File: config.mk
export PLATFORM = sky130hd
export DESIGN_NAME = slpr_regs
export DESIGN_NICKNAME = d
export VERILOG_FILES = /design/src/common/slpr_pkg.sv /design/src/hw/slpr_regs.sv
export VERILOG_INCLUDE_DIRS = /design/src /design/src/common
export SDC_FILE = /design/constraint.sdc
export NUM_CORES = 1
export LEC_CHECK = 0
export BUFFER_PORTS_ARGS = -buffer_cell sky130_fd_sc_hd__buf_2
export CORE_UTILIZATION = 40
export DETAILED_ROUTE_END_ITERATION = 16
export MAX_ROUTING_LAYER = met4
export PLACE_DENSITY = 0.73
export SLEW_MARGIN = 20
export SYNTH_ARGS = -nofsm -noshare
export SYNTH_HDL_FRONTEND = slang
export SYNTH_SLANG_ARGS = --single-unit
export TNS_END_PERCENT = 50
File: constraint.sdc
create_clock -name clk_i -period 3.4 [get_ports clk_i]
set_input_delay 0.68 -clock clk_i [delete_from_list [all_inputs] [get_ports clk_i]]
set_output_delay 0.68 -clock clk_i [all_outputs]
set_load 0.02 [all_outputs]
File: src/common/slpr_defines.svh
// register offsets, reset values, width codes and resolution limits for the link parameter bank
`ifndef SLPR_DEFINES_SVH
`define SLPR_DEFINES_SVH
`define SLPR_IDX_CONV 12'h58e
`define SLPR_IDX_CSN 12'h58f
`define SLPR_IDX_SCNP 12'h590
`define SLPR_IDX_SPF 12'h591
`define SLPR_IDX_DCW 12'h592
`define SLPR_RST_CONV 8'h01
`define SLPR_RST_CS 2'h0
`define SLPR_RST_RES 5'h0f
`define SLPR_RST_SUBCL 3'h1
`define SLPR_RST_NP 5'h0f
`define SLPR_RST_SPF_RSV 3'h1
`define SLPR_RST_SPF 5'h00
`define SLPR_RST_CWPF 5'h00
`define SLPR_NP_8 5'h07
`define SLPR_NP_12 5'h0b
`define SLPR_NP_16 5'h0f
`define SLPR_RES_MIN 5'h06
`define SLPR_RES_MAX 5'h0f
`endif

File: src/common/slpr_pkg.sv
// types for the link parameter register bank
package slpr_pkg;
  typedef struct packed {
    logic [7:0] conv;
    logic [1:0] cs;
    logic [4:0] res;
    logic [2:0] subcl;
    logic [4:0] np;
    logic [7:0] dat;
    logic ack;
  } slpr_state_s;
  typedef struct packed {
    logic [3:0] conv_count;
    logic [2:0] ctrl_mask;
    logic [4:0] resolution;
    logic subclass1;
    logic [4:0] sample_bits;
  } slpr_cfg_s;
endpackage

File: src/hw/slpr_regs.sv
// wishbone register bank for serial link parameters
//
// Chosen here: register access over Wishbone.
`timescale 1ns/1ps
`include "slpr_defines.svh"
module slpr_regs (
  input wire logic clk_i,
  input wire logic rst_i,
  input wire logic cyc_i,
  input wire logic stb_i,
  input wire logic we_i,
  input wire logic [13:0] adr_i,
  input wire logic [3:0] sel_i,
  input wire logic [31:0] dat_i,
  output logic [31:0] dat_o,
  output logic ack_o,
  input wire logic [4:0] spf_minus1_i,
  input wire logic high_density_flag_i,
  input wire logic [4:0] control_words_per_frame_i,
  output slpr_pkg::slpr_cfg_s cfg_o
);
  import slpr_pkg::*;
  slpr_state_s st_r;
  slpr_state_s st_nxt;
  logic req;
  logic wr;
  logic [11:0] idx;
  logic [7:0] wb;
  assign req = cyc_i & stb_i & ~st_r.ack;
  assign wr = req & we_i & sel_i[0];
  // byte address is four times the printed index
  assign idx = adr_i[13:2];
  assign wb = dat_i[7:0];
  assign dat_o = {24'h000000, st_r.dat};
  assign ack_o = st_r.ack;

  always_comb begin
    st_nxt = st_r;
    st_nxt.ack = req;
    if (req) begin
      st_nxt.dat = 8'h00;
      if (idx == `SLPR_IDX_CONV) begin
        st_nxt.dat = st_r.conv;
        if (wr) begin
          st_nxt.conv = wb;
        end
      end else if (idx == `SLPR_IDX_CSN) begin
        st_nxt.dat = {st_r.cs, 1'b0, st_r.res};
        if (wr) begin
          st_nxt.cs = wb[7:6];
          st_nxt.res = wb[4:0];
        end
      end else if (idx == `SLPR_IDX_SCNP) begin
        st_nxt.dat = {st_r.subcl, st_r.np};
        if (wr) begin
          st_nxt.subcl = wb[7:5];
          // only three widths supported; others keep the old value
          if (wb[4:0] == `SLPR_NP_8 || wb[4:0] == `SLPR_NP_12 ||
              wb[4:0] == `SLPR_NP_16) begin
            st_nxt.np = wb[4:0];
          end
        end
      end else if (idx == `SLPR_IDX_SPF) begin
        st_nxt.dat = {`SLPR_RST_SPF_RSV, spf_minus1_i};
      end else if (idx == `SLPR_IDX_DCW) begin
        st_nxt.dat = {high_density_flag_i, 2'b00,
                      control_words_per_frame_i};
      end
    end
  end

  always_ff @(posedge clk_i) begin
    if (rst_i) begin
      st_r.conv <= `SLPR_RST_CONV;
      st_r.cs <= `SLPR_RST_CS;
      st_r.res <= `SLPR_RST_RES;
      st_r.subcl <= `SLPR_RST_SUBCL;
      st_r.np <= `SLPR_RST_NP;
      st_r.dat <= 8'h00;
      st_r.ack <= 1'b0;
    end else begin
      st_r <= st_nxt;
    end
  end

  // decoded view for the framer
  always_comb begin
    case (st_r.conv)
      8'h00: cfg_o.conv_count = 4'h1;
      8'h01: cfg_o.conv_count = 4'h2;
      8'h03: cfg_o.conv_count = 4'h4;
      8'h07: cfg_o.conv_count = 4'h8;
      default: cfg_o.conv_count = 4'h0;
    endcase
    case (st_r.cs)
      2'h1: cfg_o.ctrl_mask = 3'h4;
      2'h2: cfg_o.ctrl_mask = 3'h6;
      2'h3: cfg_o.ctrl_mask = 3'h7;
      default: cfg_o.ctrl_mask = 3'h0;
    endcase
    // out-of-range codes report zero resolution
    if (st_r.res >= `SLPR_RES_MIN && st_r.res <= `SLPR_RES_MAX) begin
      cfg_o.resolution = st_r.res + 5'h01;
    end else begin
      cfg_o.resolution = 5'h00;
    end
    cfg_o.subclass1 = (st_r.subcl == 3'h1);
    cfg_o.sample_bits = st_r.np + 5'h01;
  end
endmodule

# Word level (Yosys, flattened, before mapping)

Cells that the tools add are included.

$add $sub $neg: 2
Magnitude comparators: 2
Equality and inequality tests: 15
Multiplexer cells: 8
Bitwise operators: 7
Reduce and logical (&&, ||, !) cells: 8

Operators with widths:

| cell                                                              | count |
|---|---|
| == test 12 x 11 -> 1 bit, second input constant                   | 5 |
| two-way mux 8 bit                                                 | 5 |
| case mux 4 bit (4 select lines)                                   | 1 |
| adder 5 x 1 -> 5 bit, second input constant                       | 2 |
| == test 5 x 4 -> 1 bit, second input constant                     | 2 |
| case mux 3 bit (3 select lines)                                   | 1 |
| == test 8 x 1 -> 1 bit, second input constant                     | 1 |
| == test 8 x 2 -> 1 bit, second input constant                     | 1 |
| == test 8 x 3 -> 1 bit, second input constant                     | 1 |
| zero test 8 bit                                                   | 1 |
| AND reduction 6 bit                                               | 1 |
| == test 5 x 3 -> 1 bit, second input constant                     | 1 |
| greater-or-equal comparator 5 x 3 -> 1 bit, second input constant | 1 |
| less-or-equal comparator 5 x 4 -> 1 bit, second input constant    | 1 |
| two-way mux 5 bit                                                 | 1 |
| AND reduction 5 bit                                               | 1 |
| AND 1 bit                                                         | 4 |
| == test 2 bit, second input constant                              | 2 |
| AND reduction 4 bit                                               | 1 |
| == test 3 x 1 -> 1 bit, second input constant                     | 1 |
| NOT 1 bit                                                         | 3 |
| AND reduction 3 bit                                               | 1 |
| == test 2 x 1 -> 1 bit, second input constant                     | 1 |
| logical OR 1 bit                                                  | 2 |
| logical AND 1 bit                                                 | 1 |

Register bits: 32
Bits of input ports: 66
Output and inout port bits: 51
Word-level logic and storage cells: 49

# Logic depth before layout (Yosys ltp)

Gate-level depths: netlist of the first run.

Depth in word-level cells: 6
Mapped depth: 7
Gate-level depth less buffers: 5

# Worst setup path before layout of the first run

No wires, ideal clock.

Kind: reg-to-output
Start: register st_r[17] (netlist name)
End: output cfg_o[8] (netlist name)
Data arrival time: 1.408 ns
Data required time: 2.720 ns
Setup slack: 1.312 ns
Stages on the path, launching flop included: 6
Buffers on the path: 0
Cell sequence: dfxtp_1 inv_1 ha_1 o21a_1 o32ai_1 nor2_1

RTL lines:

| item                   | line            | RTL |
|---|---|---|
| start, declared        | slpr_regs.sv:23 | `slpr_state_s st_r;` |
| start signal, assigned | slpr_regs.sv:82 | `st_r <= st_nxt;` |
| end, declared          | slpr_regs.sv:20 | `output slpr_pkg::slpr_cfg_s cfg_o` |

==> results of run 1 <==
Yosys cell counts (2+ instances only):
master	count
or3b_1	3
or3_2	2
nor4_2	2
and2_1	6
nor3_1	6
buf_4	35
clkbuf_1	4
nand3_1	10
o21ai_0	11
nor3b_1	2
dfxtp_1	32
inv_1	4
nand3b_1	7
a31oi_1	6
ha_1	4
a21oi_1	5
nor2_1	27
xnor2_1	3
a22oi_1	5
xor2_1	2
mux2i_1	21
and3_1	3
nand2_1	13
stage by stage:
| stage | hold WS [ps] | worst slack, ps | total power [W] | std cells |
|---|---|---|---|---|
| after CTS | 495 | 764 | 0.000769 | 358 |
| after floorplan | 454 | 1310 | 0.000473 | 262 |
| after detailed placement | 482 | 1090 | 0.000480 | 350 |
| final | 488 | 760 | 0.000761 | 358 |
| after global routing | 527 | 608 | 0.000799 | 358 |
| after global placement | 481 | 1100 | 0.000479 | 350 |
area by class of cell:
cell class | instances | share of cell area, %
inverters | 4 | 0.640
clock buffers | 5 | 2.93
repair buffers | 63 | 13.4
clock inverters | 3 | 0.800
flip-flops and latches | 32 | 27.3
multi-input cells | 184 | 51.3
well taps | 67 | 3.57
report_power, final:
part           total (W)  internal, W  switching [W]
clock network   0.000289     0.000142       0.000147
registers       0.000378     0.000377     0.00000102
logic          0.0000931    0.0000298      0.0000633
per-layer routing:
layer	vias to the layer above	wire length (µm)	track usage (%)
met3	4	331	5.28
met2	74	2100	29.0
met1	836	2090	22.2
met5	-	0	-
met4	0	40	4.40
li1	896	-	-
worst min-delay path: stages (launching register included):
cell	delay (ps)
dfxtp_1	330
a22oi_1	70
o21ai_0	60
path summary, 6_finish.rpt:
check                start       end  slack, ps  cells after the start
setup reg to reg     ack_o  st_r[31]       1490                      5
setup / recovery  st_r[17]  cfg_o[9]        760                      6
hold / removal    dat_o[1]  dat_o[1]        490                      2
hold reg to reg   dat_o[1]  dat_o[1]        490                      2
kinds of logic (layout without fill, tap and decap cells):
logic type / after synthesis / after routing
AOI/OAI and AO/OA: 35 / 35
xor gates and xnor gates: 5 / 5
adders and majority gates: 4 / 4
buffers and inverters: 46 / 75
DFF: 32 / 32
muxes: 22 / 22
other: 1 / 24
and+or+nand+nor: 94 / 94
layout by cell type (no fill, tap or decap), types with 2 or more instances in the layout:
cell type,count
or3_2,2
a31oi_1,6
nor4_2,2
nand3_1,10
xor2_1,2
nor2_1,27
clkinv_2,2
a22oi_1,5
clkbuf_8,5
buf_2,63
a21oi_1,5
nand2_1,13
dfxtp_1,32
ha_1,4
xnor2_1,3
inv_1,4
and3_1,3
o21ai_0,11
and2_1,6
mux2i_1,21
or3b_1,3
nor3_1,6
nand3b_1,7
nor3b_1,2
conb_1,24
flip-flops by register name (all words and copies together), names as in the netlist:
register / cells
ack_o: 1
dat_o: 8
st_r: 23
==> impl_results.md, run 1 <==
* Root buffer cell: clkbuf_8
* # H-tree levels at 2
* Die X at 74.3 µm
* First-pass GRT wire length at 7200 µm
* Synth Area in XOR/XNOR at 2.09%
* Max clock buf depth at 2
* Fin util at 48.1%
* WL/cell at between 10 and 15 µm
* Post-synth EDFFs at 0
* CTS resizes at 0
* Post-synthesis cell count at 239
* Reg area at 641 µm²
* Grt total ovfl at 0
* Worst path max stage delay at 510 ps
* Nets at 360
* Vias in the first global route at roughly 1,500
* Synth async-reset ratio at 0%
* Vias at 1,810
* Fin Setup TNS at 0 ps
* WP data arrival at 1960 ps
* Pleak at a little over 1 nW
* Cell Area, Synth at between 2000 and 2500 µm²
* Sequential area share after synthesis at between 30 and 40%
* Fmax at between 0.3 and 0.4 GHz
* Synth Area in Compound Gates at roughly a tenth
* Relative slew slack at a little under three fifths
* DR iter-0 viols at between 90 and 100
* Worst-Skew Late Latency at 290 ps
* Crit start category: flip-flop
* Critical Path End Type: output port
* Area contributors post-synth: dfxtp_1 (31%), buf_4 (13%), mux2i_1 (10%)
* Fin crit period at roughly 2600 ps
* Status: complete, no violations
* Worst Path Required at ~2700 ps
* Crit-path cells: inv_1 > ha_1 > o21a_1 > o32ai_1 > nor2_1 > buf_2
* Largest net degree at the start of global routing at 23
* Post-place instance area at 2260 µm²
* Port bufs at 63
* Post-route DRC at 0
* Unrepaired setup endpoints after global routing: false
* Max_cap viols at 0
* # setup viols final at 0
* CTS tree: yes
* CTS clk-pin slew, worst paths at roughly 70 ps
* Setup Skew at ~4.9 ps
* Part of the cycle the worst path needs at between 70 and 80%
* Final hold viol count at 0
* Routed Antenna Nets at 0
* Power per cell area at between 300 and 400 nW/µm²
* Num CTS Buffers at 5
* CP max FO at 6
* Synth area leader: dfxtp_1
* Initial antenna violation count at 0
* Slew Limit Fails at 0
* Adder-cell share of the synthesized area at approximately 2.4%
* Placer's final routability congestion estimate at 0.867
* GRT Overall Usage at 18.0%
* IO Count at roughly 120
* Cell at the slowest stage of the critical path: o32ai_1
* Clk sinks at 32
* Core ar. at between 4000 and 5000 µm²
* Via density at just over 5
* Hold Path Class: flip-flop to flip-flop
* Count of filler cells inserted in the layout at approximately 490
* Peak VDD IR at between 0.2 and 0.3 mV
* Finished Cell Area at between 2000 and 2500 µm²
* Post-Route WL at about 4600 µm
* Die Y at around 74 µm
* Worst setup path category: flip-flop to output port
* Synth-to-layout area growth at 12.1%
* Largest family of logic cells by synthesized area: simple AND/OR/NAND/NOR gates
* Top delay family on crit path: compound AO/OA/AOI/OAI gates
* DRT Pass-1 Iters at 4
* Initial Utilization at a little over two fifths
* Die area at roughly 5500 µm²
* Top FF cell, synth: dfxtp_1
* Synth warn at 0
* Worst-margin pin slew at 643 ps
* Distinct cell type count of the synthesized netlist at 49
* Mux contribution to synthesized area at a little over a tenth
* Post-CTS Setup Bufs at 0
* Multi-input gate area at 1200 µm²
* Share of layout cells above drive strength 1 at between 20 and 30%
* WP buf/inv at 2
* Synthesized flop and latch total at 32
* Syn avg cell area at about 9 µm²
* HPWL Detailed at approximately 3600 µm
* Hold bufs inserted after CTS at 0
* Top-area cell type share of the netlist area at a little under a third
* Simple logic cell fraction of the synthesized area at about 28%
* Antenna cells at 0
* Row cnt at 25
No activity file was read; power rests on OpenSTA's default activity.
==> run 2: changes to the inputs <==
==> constraint.sdc (replaced) <==
create_clock -name clk_i -period 2.6 [get_ports clk_i]
set_input_delay 0.52 -clock clk_i [delete_from_list [all_inputs] [get_ports clk_i]]
set_output_delay 0.52 -clock clk_i [all_outputs]
set_load 0.02 [all_outputs]
==> run 2 against run 1 <==
Net effect:
- design area increased by 1.0%
- first-iteration DRC count increased by 2.1%
- clock-buffer cell count is 2 higher
- clock skew grew 0.97 ps
- worst hold slack about the same
- clock power up 42%
- critical endpoint is now cfg_o[8]
- non-clock buffer count grew 1
- final cell count did not move
- global-route usage is essentially flat
- critical path depth did not move
==> impl_results.md, run 2 (synthesized netlist as in run 1, its figures left out) <==
* Crit start category: flip-flop
* Status: complete, no violations
* Hold Path Class: flip-flop to flip-flop
* Synth-to-layout area growth at 13.2%
* Post-Route WL at 4650 µm (+1.8%)
* Max FFs per register at 23 (unchanged)
* First-pass GRT wire length at 7090 µm (-1.5%)
* Fin crit period at about 2300 ps
* Fin Setup TNS at 0 ps (unchanged)
* Crit path from: st_r[17]
* Post-CTS Setup Bufs at 0 (unchanged)
* Vias in the first global route at 1,498 (-2.9%)
* Final hold viol count at 0 (unchanged)
* Finished Cell Area at 2370 µm² (+1.0%)
* Num CTS Buffers at 5 (unchanged)
* Die Y at 74.3 µm (unchanged)
* Largest register by flop count: st_r
* Setup WS post-layout at 295 ps (-466 ps)
* Routed Antenna Nets at 0 (unchanged)
* Power per cell area at 434 nW/µm² (+34%)
* Part of the cycle the worst path needs at 88.7%
* Placer's final routability congestion estimate at 0.869 (+0.28%)
* Hold Crit Start: dat_o[1]
* CTS tree: yes
* Antenna cells at 0 (unchanged)
* R2R Path Start: ack_o
* WP data arrival at 1790 ps (-170 ps)
* Core ar. at 4880 µm² (unchanged)
* Die area at 5530 µm² (unchanged)
* Fmax at ~0.43 GHz
* # H-tree levels at 2 (unchanged)
* Share of layout cells above drive strength 1 at 29.2% (+0.34 points)
* Initial antenna violation count at 0 (unchanged)
* Worst-Skew Late Latency at 290 ps (about the same)
* CP max FO at 6 (unchanged)
* CTS clk-pin slew, worst paths at 60 ps (about the same)
* HPWL Detailed at 3570 µm (-0.32%)
* Unrepaired setup endpoints after global routing: false
* Most frequent cells in the layout: buf_2 (63), dfxtp_1 (32), nor2_1 (27), conb_1 (24), mux2i_1 (21)
* Peak VDD IR at 0.222 mV (-15%)
* Slew Limit Fails at 0 (unchanged)
* Most common cell after layout, fill and taps aside: buf_2
* Max clock buf depth at 2 (unchanged)
* Relative slew slack at 66.7% (+9.8 points)
* Nets at 361 (+0.28%)
* Initial Utilization at 42.9% (unchanged)
* Post-place instance area at 2270 µm² (+0.33%)
* Setup slack at placement at 432 ps (-659 ps)
* Root buffer cell: clkbuf_8
* GRT Overall Usage at 18.0% (-0.019 points)
* Port bufs at 63 (unchanged)
* # setup viols final at 0 (unchanged)
* Post-route DRC at 0 (unchanged)
* Worst-margin pin slew at 495 ps (-148 ps)
* Setup Skew at 5.92 ps (+0.973 ps)
* DR iter-0 viols at 97 (+2.1%)
* Critical Path End Type: output port
* Pleak at 1.04 nW (+1.1%)
* Row cnt at 25 (unchanged)
* Worst hold slack at 488 ps (-0.233 ps)
* WL/cell at 13.0 µm (+1.8%)
* Largest net degree at the start of global routing at 23 (unchanged)
* Worst setup path category: flip-flop to output port
* Via density at 4.97 (-1.7%)
* IO Count at 117 (unchanged)
* Clk sinks at 32 (unchanged)
* DRT Pass-1 Iters at 4 (unchanged)
* Grt total ovfl at 0 (unchanged)
* Vias at 1,780 (-1.7%)
* Worst Path Required at 2080 ps (-640 ps)
* Max_cap viols at 0 (unchanged)
* Die X at 74.3 µm (unchanged)
[run 2: through the flow]
stage          power [W]  cells  utilization (%)
3_3_place_gp    0.000627    351             46.4
2_1_floorplan   0.000618    262                -
3_5_place_dp    0.000629    351             46.4
4_1_cts          0.00104    358             48.4
5_1_grt          0.00107    358             48.6
6_report         0.00103    358             48.6
[run 2: worst max-delay path: stages, from the launching register on]
cell	delay (ps)
dfxtp_1	440
inv_1	100
ha_1	210
o21a_1	170
o32ai_2	340
nor2_1	80
buf_2	170
[run 2: report_power, final]
part           internal (W)  switching, W  total, W
clock              0.000235      0.000175  0.000411
sequential         0.000494    0.00000141  0.000495
combinational     0.0000394     0.0000844  0.000124
total              0.000768      0.000261   0.00103
[run 2: path summary, 6_finish.rpt]
path | endpoint | slack, ps | depth (start not counted)
max | cfg_o[8] | 290 | 6
min | dat_o[1] | 490 | 2
max reg2reg | st_r[27] | 700 | 5
min reg2reg | dat_o[1] | 490 | 2
[run 2: per-layer routing]
| metal | wire [µm] | track usage (%) |
|---|---|---|
| met1 | 2200 | 22.7 |
| met2 | 2070 | 27.2 |
| met3 | 286 | 4.88 |
| met4 | 89 | 7.55 |
| met5 | 0 | - |
[run 2: layout make-up]
cell class	count	area [µm²]
Clock buffer	7	96.3
Fill cell	490	2510
Inverter	4	15.0
Multi-Input combinational cell	184	1210
Sequential cell	32	641
Tap cell	67	83.8
Timing Repair Buffer	64	323
[run 2: timing repair]
item	CTS	global route
hold buffers	0	0
setup endpoints to repair	0	1
gates resized for setup	0	1
endpoints found under the hold margin	0	0
